==> config.mk <==
export PLATFORM = sky130hd
export DESIGN_NAME = paged_config_register_bank
export DESIGN_NICKNAME = d
export VERILOG_FILES = /design/src/common/paged_cfg_pkg.sv /design/src/logic/paged_config_register_bank.sv
export VERILOG_INCLUDE_DIRS = /design/src /design/src/common
export SDC_FILE = /design/constraint.sdc
export NUM_CORES = 1
export LEC_CHECK = 0
export ABC_AREA = 1
export BUFFER_PORTS_ARGS = -buffer_cell sky130_fd_sc_hd__buf_2
export CAP_MARGIN = 20
export CELL_PAD_IN_SITES_DETAIL_PLACEMENT = 1
export CELL_PAD_IN_SITES_GLOBAL_PLACEMENT = 1
export CORE_MARGIN = 5
export CORE_UTILIZATION = 50
export CTS_BUF_LIST = sky130_fd_sc_hd__clkbuf_8
export CTS_CLUSTER_SIZE = 40
export DETAILED_ROUTE_END_ITERATION = 7
export PLACE_DENSITY_LB_ADDON = 0.1
export SLEW_MARGIN = 20
export SYNTH_ARGS = -nofsm -noshare
export SYNTH_HDL_FRONTEND = slang
export SYNTH_SLANG_ARGS = --single-unit
==> constraint.sdc <==
create_clock -name clk_i -period 5.1 [get_ports clk_i]
set_input_delay 0.255 -clock clk_i [delete_from_list [all_inputs] [get_ports clk_i]]
set_output_delay 0.255 -clock clk_i [all_outputs]
set_load 0.1 [all_outputs]
==> src/common/paged_cfg_cfg.svh <==
// Purpose: Offsets, reset values and access kinds of the page-0 bank
// Assumes: 7-bit register offset within a page, 8-bit registers
// Notes:   Kind codes: 0 unmapped, 1 read/write, 2 read-only, 3 special
`ifndef PAGED_CFG_CFG_SVH
`define PAGED_CFG_CFG_SVH

`define REG_W        8
`define OFS_W        7
`define PAGE_COUNT   128
`define K_NONE       2'h0
`define K_RW         2'h1
`define K_RO         2'h2
`define K_SPEC       2'h3
`define ZERO_BYTE    8'h00

// Page select and soft reset
`define OFS_PAGE     7'h00
`define RST_PAGE     8'h00
`define OFS_SRST     7'h01
`define RST_SRST     8'h00
`define SRST_BIT     0

// Read-only monitors
`define OFS_CLKMON   7'h15
`define RST_CLKMON   8'hFF
`define OFS_GPIOMON  7'h2A
`define RST_GPIOMON  8'h00
`define OFS_GPIMON   7'h2F
`define RST_GPIMON   8'h00
`define OFS_IRQLT    7'h36
`define RST_IRQLT    8'h00

// Read/write configuration registers
`define OFS_SLEEP    7'h02
`define RST_SLEEP    8'h00
`define OFS_SHDN     7'h05
`define RST_SHDN     8'h05
`define OFS_SPA      7'h07
`define RST_SPA      8'h30
`define OFS_SPB      7'h08
`define RST_SPB      8'h00
`define OFS_SPC      7'h09
`define RST_SPC      8'h00
`define OFS_SMIX     7'h0A
`define RST_SMIX     8'h00
`define OFS_SLOT1    7'h0B
`define RST_SLOT1    8'h00
`define OFS_SLOT2    7'h0C
`define RST_SLOT2    8'h01
`define OFS_SLOT3    7'h0D
`define RST_SLOT3    8'h02
`define OFS_SLOT4    7'h0E
`define RST_SLOT4    8'h03
`define OFS_CMA      7'h13
`define RST_CMA      8'h02
`define OFS_CMB      7'h14
`define RST_CMB      8'h48
`define OFS_CSRC     7'h16
`define RST_CSRC     8'h10
`define OFS_PDCLK    7'h1F
`define RST_PDCLK    8'h40
`define OFS_PDEDGE   7'h20
`define RST_PDEDGE   8'h00
`define OFS_GPCFG    7'h21
`define RST_GPCFG    8'h22
`define OFS_OPCFG    7'h22
`define RST_OPCFG    8'h00
`define OFS_OPVAL    7'h29
`define RST_OPVAL    8'h00
`define OFS_IPCFG    7'h2B
`define RST_IPCFG    8'h00
`define OFS_IRQCFG   7'h32
`define RST_IRQCFG   8'h00
`define OFS_IRQMSK   7'h33
`define RST_IRQMSK   8'hFF
`define OFS_CMTOL    7'h3A
`define RST_CMTOL    8'h00
`define OFS_BIAS     7'h3B
`define RST_BIAS     8'h00
`define OFS_C1A      7'h3C
`define RST_C1A      8'h00
`define OFS_C1B      7'h3D
`define RST_C1B      8'h00
`define OFS_C1C      7'h3E
`define RST_C1C      8'hC9
`define OFS_C1D      7'h3F
`define RST_C1D      8'h80
`define OFS_C1E      7'h40
`define RST_C1E      8'h00
`define OFS_C2A      7'h41
`define RST_C2A      8'h00
`define OFS_C2B      7'h42
`define RST_C2B      8'h00
`define OFS_C2C      7'h43
`define RST_C2C      8'hC9
`define OFS_C2D      7'h44
`define RST_C2D      8'h80
`define OFS_C2E      7'h45
`define RST_C2E      8'h00
`define OFS_C3C      7'h48
`define RST_C3C      8'hC9
`define OFS_C3D      7'h49
`define RST_C3D      8'h80
`define OFS_C3E      7'h4A
`define RST_C3E      8'h00
`define OFS_C4C      7'h4D
`define RST_C4C      8'hC9
`define OFS_C4D      7'h4E
`define RST_C4D      8'h80
`define OFS_C4E      7'h4F
`define RST_C4E      8'h00
`define OFS_SPRA     7'h6B
`define RST_SPRA     8'h01
`define OFS_SPRB     7'h6C
`define RST_SPRB     8'h40
`define OFS_RENH     7'h6D
`define RST_RENH     8'h7B

`endif

==> src/common/paged_cfg_pkg.sv <==
// Purpose: Shared types of the paged configuration bank
// Assumes: Byte-wide registers
// Notes:   Constants live in paged_cfg_cfg.svh
package paged_cfg_pkg;
    typedef logic [7:0] reg_byte_type;
    typedef logic [6:0] reg_ofs_type;
    typedef logic [9:0] reg_info_type;
endpackage

==> src/logic/paged_config_register_bank.sv <==
// Purpose: Page-0 configuration register bank with page select and soft reset
// Assumes: Byte register port driven by the serial control front end on clk_i
// Notes:   Read data appears one cycle after rd_en_i
`timescale 1ns/1ns
`default_nettype none
`include "paged_cfg_cfg.svh"

module paged_config_register_bank
(
    input  wire logic                        clk_i,
    input  wire logic                        rst_i,
    input  wire logic                        wr_en_i,
    input  wire logic                        rd_en_i,
    input  wire paged_cfg_pkg::reg_ofs_type  addr_i,
    input  wire paged_cfg_pkg::reg_byte_type wdata_i,
    output var  paged_cfg_pkg::reg_byte_type rdata_o,
    output logic                             rvalid_o,
    input  wire paged_cfg_pkg::reg_byte_type clk_mon_i,
    input  wire paged_cfg_pkg::reg_byte_type general_pin_monitor_i,
    input  wire paged_cfg_pkg::reg_byte_type input_pin_monitor_i,
    input  wire paged_cfg_pkg::reg_byte_type irq_latch_i,
    input  wire paged_cfg_pkg::reg_ofs_type  cfg_sel_i,
    output var  paged_cfg_pkg::reg_byte_type cfg_val_o,
    output var  paged_cfg_pkg::reg_byte_type page_o,
    output logic                             soft_reset_o
);

    // ------------------------------------------------------------
    // Register table: access kind and default per offset
    // ------------------------------------------------------------
    function automatic paged_cfg_pkg::reg_info_type reg_info(input logic [6:0] a);
        case (a)
            `OFS_PAGE:    reg_info = {`K_SPEC, `RST_PAGE};
            `OFS_SRST:    reg_info = {`K_SPEC, `RST_SRST};
            // Power and sleep
            `OFS_SLEEP:   reg_info = {`K_RW, `RST_SLEEP};
            `OFS_SHDN:    reg_info = {`K_RW, `RST_SHDN};
            // Serial audio port and slot mapping
            `OFS_SPA:     reg_info = {`K_RW, `RST_SPA};
            `OFS_SPB:     reg_info = {`K_RW, `RST_SPB};
            `OFS_SPC:     reg_info = {`K_RW, `RST_SPC};
            `OFS_SMIX:    reg_info = {`K_RW, `RST_SMIX};
            `OFS_SLOT1:   reg_info = {`K_RW, `RST_SLOT1};
            `OFS_SLOT2:   reg_info = {`K_RW, `RST_SLOT2};
            `OFS_SLOT3:   reg_info = {`K_RW, `RST_SLOT3};
            `OFS_SLOT4:   reg_info = {`K_RW, `RST_SLOT4};
            // Clocking
            `OFS_CMA:     reg_info = {`K_RW, `RST_CMA};
            `OFS_CMB:     reg_info = {`K_RW, `RST_CMB};
            `OFS_CLKMON:  reg_info = {`K_RO, `RST_CLKMON};
            `OFS_CSRC:    reg_info = {`K_RW, `RST_CSRC};
            `OFS_PDCLK:   reg_info = {`K_RW, `RST_PDCLK};
            `OFS_PDEDGE:  reg_info = {`K_RW, `RST_PDEDGE};
            // General purpose pins
            `OFS_GPCFG:   reg_info = {`K_RW, `RST_GPCFG};
            `OFS_OPCFG:   reg_info = {`K_RW, `RST_OPCFG};
            `OFS_OPVAL:   reg_info = {`K_RW, `RST_OPVAL};
            `OFS_GPIOMON: reg_info = {`K_RO, `RST_GPIOMON};
            `OFS_IPCFG:   reg_info = {`K_RW, `RST_IPCFG};
            `OFS_GPIMON:  reg_info = {`K_RO, `RST_GPIMON};
            // Interrupt setup and readback
            `OFS_IRQCFG:  reg_info = {`K_RW, `RST_IRQCFG};
            `OFS_IRQMSK:  reg_info = {`K_RW, `RST_IRQMSK};
            `OFS_IRQLT:   reg_info = {`K_RO, `RST_IRQLT};
            // Converter front end
            `OFS_CMTOL:   reg_info = {`K_RW, `RST_CMTOL};
            `OFS_BIAS:    reg_info = {`K_RW, `RST_BIAS};
            // Per-channel settings
            `OFS_C1A:     reg_info = {`K_RW, `RST_C1A};
            `OFS_C1B:     reg_info = {`K_RW, `RST_C1B};
            `OFS_C1C:     reg_info = {`K_RW, `RST_C1C};
            `OFS_C1D:     reg_info = {`K_RW, `RST_C1D};
            `OFS_C1E:     reg_info = {`K_RW, `RST_C1E};
            `OFS_C2A:     reg_info = {`K_RW, `RST_C2A};
            `OFS_C2B:     reg_info = {`K_RW, `RST_C2B};
            `OFS_C2C:     reg_info = {`K_RW, `RST_C2C};
            `OFS_C2D:     reg_info = {`K_RW, `RST_C2D};
            `OFS_C2E:     reg_info = {`K_RW, `RST_C2E};
            `OFS_C3C:     reg_info = {`K_RW, `RST_C3C};
            `OFS_C3D:     reg_info = {`K_RW, `RST_C3D};
            `OFS_C3E:     reg_info = {`K_RW, `RST_C3E};
            `OFS_C4C:     reg_info = {`K_RW, `RST_C4C};
            `OFS_C4D:     reg_info = {`K_RW, `RST_C4D};
            `OFS_C4E:     reg_info = {`K_RW, `RST_C4E};
            // Signal processing
            `OFS_SPRA:    reg_info = {`K_RW, `RST_SPRA};
            `OFS_SPRB:    reg_info = {`K_RW, `RST_SPRB};
            `OFS_RENH:    reg_info = {`K_RW, `RST_RENH};
            // Reserved locations: no storage, read zero
            default:      reg_info = {`K_NONE, `ZERO_BYTE};
        endcase
    endfunction

    paged_cfg_pkg::reg_byte_type mem_r [0:`PAGE_COUNT-1];
    paged_cfg_pkg::reg_byte_type page_r;
    logic                        srst_r;
    logic                        clear_all;
    logic                        on_page0;
    logic                        wr_page0;

    // ------------------------------------------------------------
    // Soft reset request
    // ------------------------------------------------------------
    // Whole bank reloads one cycle after the request write, at the same edge
    // that the bit drops; writes landing in that reload cycle are lost.
    assign clear_all = rst_i | srst_r;
    assign on_page0  = (page_r == `RST_PAGE);
    assign wr_page0  = wr_en_i & on_page0 & ~srst_r;

    always_ff @(posedge clk_i)
    begin
        if (rst_i)
            srst_r <= 1'b0;
        else if (srst_r)
            srst_r <= 1'b0;
        else if (wr_page0 && addr_i == `OFS_SRST)
            srst_r <= wdata_i[`SRST_BIT];
    end

    // ------------------------------------------------------------
    // Page select, reachable from every page
    // ------------------------------------------------------------
    always_ff @(posedge clk_i)
    begin
        if (clear_all)
            page_r <= `RST_PAGE;
        else if (wr_en_i && addr_i == `OFS_PAGE)
            page_r <= wdata_i;
    end

    // ------------------------------------------------------------
    // Page-0 storage, one entry per offset
    // ------------------------------------------------------------
    genvar gi;
    generate
        for (gi = 0; gi < `PAGE_COUNT; gi++)
        begin : g_ent
            localparam paged_cfg_pkg::reg_info_type INFO = reg_info(7'(gi));
            if (INFO[9:8] == `K_RW)
            begin : g_rw
                always_ff @(posedge clk_i)
                begin
                    if (clear_all)
                        mem_r[gi] <= INFO[7:0];
                    else if (wr_page0 && addr_i == 7'(gi))
                        mem_r[gi] <= wdata_i;
                end
            end
            else if (INFO[9:8] == `K_RO)
            begin : g_ro
                paged_cfg_pkg::reg_byte_type src;
                always_comb
                begin
                    case (7'(gi))
                        `OFS_CLKMON:  src = clk_mon_i;
                        `OFS_GPIOMON: src = general_pin_monitor_i;
                        `OFS_GPIMON:  src = input_pin_monitor_i;
                        default:      src = irq_latch_i;
                    endcase
                end
                // Monitors show their default while the bank reloads
                always_ff @(posedge clk_i)
                begin
                    if (clear_all)
                        mem_r[gi] <= INFO[7:0];
                    else
                        mem_r[gi] <= src;
                end
            end
            else if (gi == `OFS_PAGE)
            begin : g_pg
                assign mem_r[gi] = page_r;
            end
            else if (gi == `OFS_SRST)
            begin : g_sr
                assign mem_r[gi] = {7'h00, srst_r};
            end
            else
            begin : g_none
                // Unmapped locations hold nothing and read zero
                assign mem_r[gi] = `ZERO_BYTE;
            end
        end
    endgenerate

    // ------------------------------------------------------------
    // Read port
    // ------------------------------------------------------------
    always_ff @(posedge clk_i)
    begin
        if (rst_i)
        begin
            rdata_o  <= `ZERO_BYTE;
            rvalid_o <= 1'b0;
        end
        else
        begin
            rvalid_o <= rd_en_i;
            if (rd_en_i)
            begin
                if (addr_i == `OFS_PAGE)
                    rdata_o <= page_r;
                else if (on_page0)
                    rdata_o <= mem_r[addr_i];
                else
                    rdata_o <= `ZERO_BYTE;
            end
        end
    end

    // ------------------------------------------------------------
    // Device-side view
    // ------------------------------------------------------------
    always_ff @(posedge clk_i)
    begin
        if (rst_i)
            cfg_val_o <= `ZERO_BYTE;
        else
            cfg_val_o <= mem_r[cfg_sel_i];
    end

    assign page_o       = page_r;
    assign soft_reset_o = srst_r;
endmodule // paged_config_register_bank

`default_nettype wire

==> summary.txt <==
Timing
  • TNS Setup: 0 ns
  • Setup violators final: 0
  • Worst Tran Pin Value: 1.21 ns
  • Layout Skew: 0.0203 ns
  • Unrepaired setup endpoints after global routing: no
  • Peak Freq: 304 MHz
  • Max Slew Vio Count: 0
  • Min Clock Period, post-route: 3.29 ns
  • Tcrit/Tclk final: 0.645
  • Final Hold Viols: 0
  • Slew headroom: 0.192

Clock tree
  • Register clock-pin slew on the reported worst setup and hold paths: 0.06 ns
  • Post-CTS setup repair buffer count: 0
  • Hold Buf Count CTS: 35
  • CTS max path bufs: 3
  • Clock Tree Root: clkbuf_8
  • Num CTS Buffers: 70
  • CTS tree: built
  • Sink Count: 394
  • Post-cts resize count: 0
  • Worst-Skew Late Latency: 0.69 ns
  • Level count of the clock H-tree: 3

Yosys
  • Synthesis-stage register bit count: 394
  • Distinct cell type count after synthesis: 40
  • Synth warnings: 0
  • Mapped Area: 20300 sq um
  • Top_reg_cell synth: dfxtp_1
  • Post-Syn Area per Cell: 6.58 sq um
  • FFs w/ async S/R, synth: 0
  • Number of flops mapped to enable cells by yosys: 0
  • Register area share after synthesis: 0.388
  • Post-Syn Instances: 3088
  • Synthesized Nets: 3146

Setup path
  • Worst Path Max Fanout: 29
  • Slowest stage cell on the critical path: nor2_1
  • Startpoint types: input port
  • R2r endpoint: mem_r[846]
  • Largest stage delay on the critical path: 0.67 ns
  • R2r setup slk: 1.86 ns
  • Crit Path Category: in -> reg
  • Crit-path cells: buf_2 -> nand2_2 -> clkinv_1 -> nand2_1 -> nor2_1 -> nand2_1 -> o21ai_0 -> a21oi_1
  • WP data arrival: 3.82 ns
  • Reg2Reg Launch Point: page_o[0]
  • CP endpoint kind: flip-flop
  • Critical Path Source: addr_i[0]
  • Req. time, crit path: 5.63 ns
  • Crit path top cell by count: nand2_1
  • Critical Path Sink: mem_r[544]
  • Worst Reg-to-Reg Cells: 6

GRT
  • Initial antenna violation count: 4
  • Vias in the first global route: 24200
  • Largest net degree at the start of global routing: 116
  • GR Util met1: 0.559
  • First-pass GRT wire length: 152 mm
  • Top Usage Layer GRT: met2
  • GR Layer Usage met2: 0.674
  • GRT overflow: 0
  • Grt met3 use: 0.115
  • GRT Overall Usage: 0.448

Route
  • DRT Pass-1 Iters: 5
  • Routed WL per cell: 28.3 um
  • Overall via count from detail_route: 24200
  • Iter 0 DRT Violations: 3364
  • Routed WL: 104 mm
  • Drc violations: 0
  • Remaining antenna violation count: 0
  • Vias per cell: 6.58

Pwr
  • Worst vdd ir: 0.236 mV
  • Leak: 0.00904 uW
  • Pwr dens: 316 nW/um^2

Finish
  • Layout cells sized above 1: 0.0913
  • Final instance area: 22700 sq um
  • FILL cells: 5382
  • Nets@finish: 3162
  • Storage cell area: 7890 sq um
  • Area growth syn-to-layout: 11.6%
  • Footprint of the multi-input gates: 10200 sq um

Placed design
  • Post-DP Area: 20900 sq um
  • GPL Wtd Cong: 1.01
  • Port Buf Inserts: 83
  • Dpl hpwl: 68.1 mm

Die
  • Core area: 40000 sq um
  • Boundary pin count: 84
  • Die width: 212 um
  • Die ar.: 44800 sq um
  • Initial core utilization: 0.508
  • Chip height: 212 um
  • Rows: 73

Run
  • # Max-Cap Violations: 0

Status
  • Status: complete, no violations

Hold path
  • Hold Crit Class: in -> reg
==> layout by cell type (no fill, tap or decap), types with 6 or more instances in the layout <==
| master | Yosys | layout |
|---|---|---|
| inv_1 | 327 | 340 |
| clkbuf_8 | 0 | 89 |
| a22oi_1 | 14 | 14 |
| o22ai_1 | 40 | 40 |
| dfxtp_1 | 394 | 394 |
| or2_2 | 12 | 12 |
| buf_2 | 54 | 83 |
| nand2_1 | 685 | 685 |
| o211ai_1 | 77 | 77 |
| inv_2 | 7 | 6 |
| a31oi_1 | 22 | 22 |
| o221ai_1 | 17 | 17 |
| a211oi_1 | 35 | 35 |
| nor2_2 | 10 | 16 |
| clkinv_1 | 6 | 6 |
| a21oi_1 | 364 | 364 |
| o2111ai_1 | 10 | 10 |
| dlygate4sd3_1 | 0 | 35 |
| clkinv_2 | 0 | 12 |
| buf_4 | 12 | 49 |
| o21ai_0 | 435 | 435 |
| nor2_1 | 210 | 200 |
| nand4_1 | 9 | 9 |
| o21a_1 | 8 | 8 |
| nor3_1 | 7 | 7 |
| nand3_1 | 150 | 150 |
==> synth_stat cells (2+ instances only) <==
cell type,n,area [sq um]
nand2_1,685,2570
o21ai_0,435,2180
dfxtp_1,394,7890
a21oi_1,364,1820
inv_1,327,1230
nor2_1,210,788
nand3_1,150,751
clkbuf_1,149,559
o211ai_1,77,578
buf_2,54,270
o22ai_1,40,250
a211oi_1,35,263
a31oi_1,22,138
o221ai_1,17,149
a22oi_1,14,105
buf_4,12,90.1
or2_2,12,75.1
nor2_2,10,62.6
o2111ai_1,10,87.6
buf_1,9,33.8
nand4_1,9,56.3
o21a_1,8,60.1
inv_2,7,26.3
nor3_1,7,35.0
clkinv_1,6,22.5
a21boi_0,5,37.5
a21o_1,4,30.0
nand3b_1,2,15.0
nor3_2,2,20.0
nor4_1,2,12.5
==> worst min path at each step <==
stage	start	endpoint	slack [ns]	cells past startpoint
after global placement	clk_mon_i[1]	mem_r[849]	0.44	2
final	addr_i[6]	soft_reset_o	0.09	4
after detailed placement	clk_mon_i[4]	mem_r[852]	0.45	2
after global routing	addr_i[6]	soft_reset_o	0.06	4
after CTS	addr_i[6]	soft_reset_o	0.04	4
after floorplan	clk_mon_i[0]	mem_r[848]	0.36	1
==> flip-flops by register name (all words and copies together), names as in the netlist <==
signal	count
cfg_val_o	8
mem_r	368
page_o	8
rdata_o	8
rvalid_o	1
soft_reset_o	1
==> per-stage QoR <==
stage	worst slack, ns	total power [uW]	hold WS, ns	instances	util
after floorplan	2.90	3640	0.362	3088	-
after global placement	1.56	3950	0.442	3521	0.521
after detailed placement	1.43	3970	0.447	3521	0.521
after CTS	2.06	7100	0.0395	3678	0.566
after global routing	1.81	7310	0.0606	3680	0.567
final	1.81	7170	0.0865	3680	0.567
==> worst max-delay path: cells and delay by family <==
family / cells / cell delay (ns)
buffers and inverters: 2 / 0.93
and+or+nand+nor: 4 / 2.19
AOI/OAI and AO/OA: 2 / 0.41
==> cells by family after synthesis <==
logic type             Yosys count  share of synthesized area
buffers and inverters          564                      0.110
DFF                            394                      0.388
muxes                            1                   0.000493
and+or+nand+nor               1094                      0.220
AOI/OAI and AO/OA             1035                      0.282
==> layout make-up <==
type / instances / share of cell area
Sequential cell: 394 / 0.348
Timing Repair Buffer: 168 / 0.0506
Multi-Input combinational cell: 2130 / 0.452
Tap cell: 525 / 0.0290
Antenna cell: 1 / 0.000110
Inverter: 340 / 0.0564
Clock buffer: 89 / 0.0540
Clock inverter: 33 / 0.0104
==> routing by layer <==
metal  wire [um]  vias to the layer above
li1            -                    10300
met1       38500                    11600
met2       44400                     1755
met3       12300                      568
met4        8950                        4
met5          27                        -
==> report_power, final <==
group,internal (uW),switching [uW]
combinational,175,676
sequential,3110,26.4
clock,1720,1460
total,5010,2160
(Power assumes the default switching activity.)
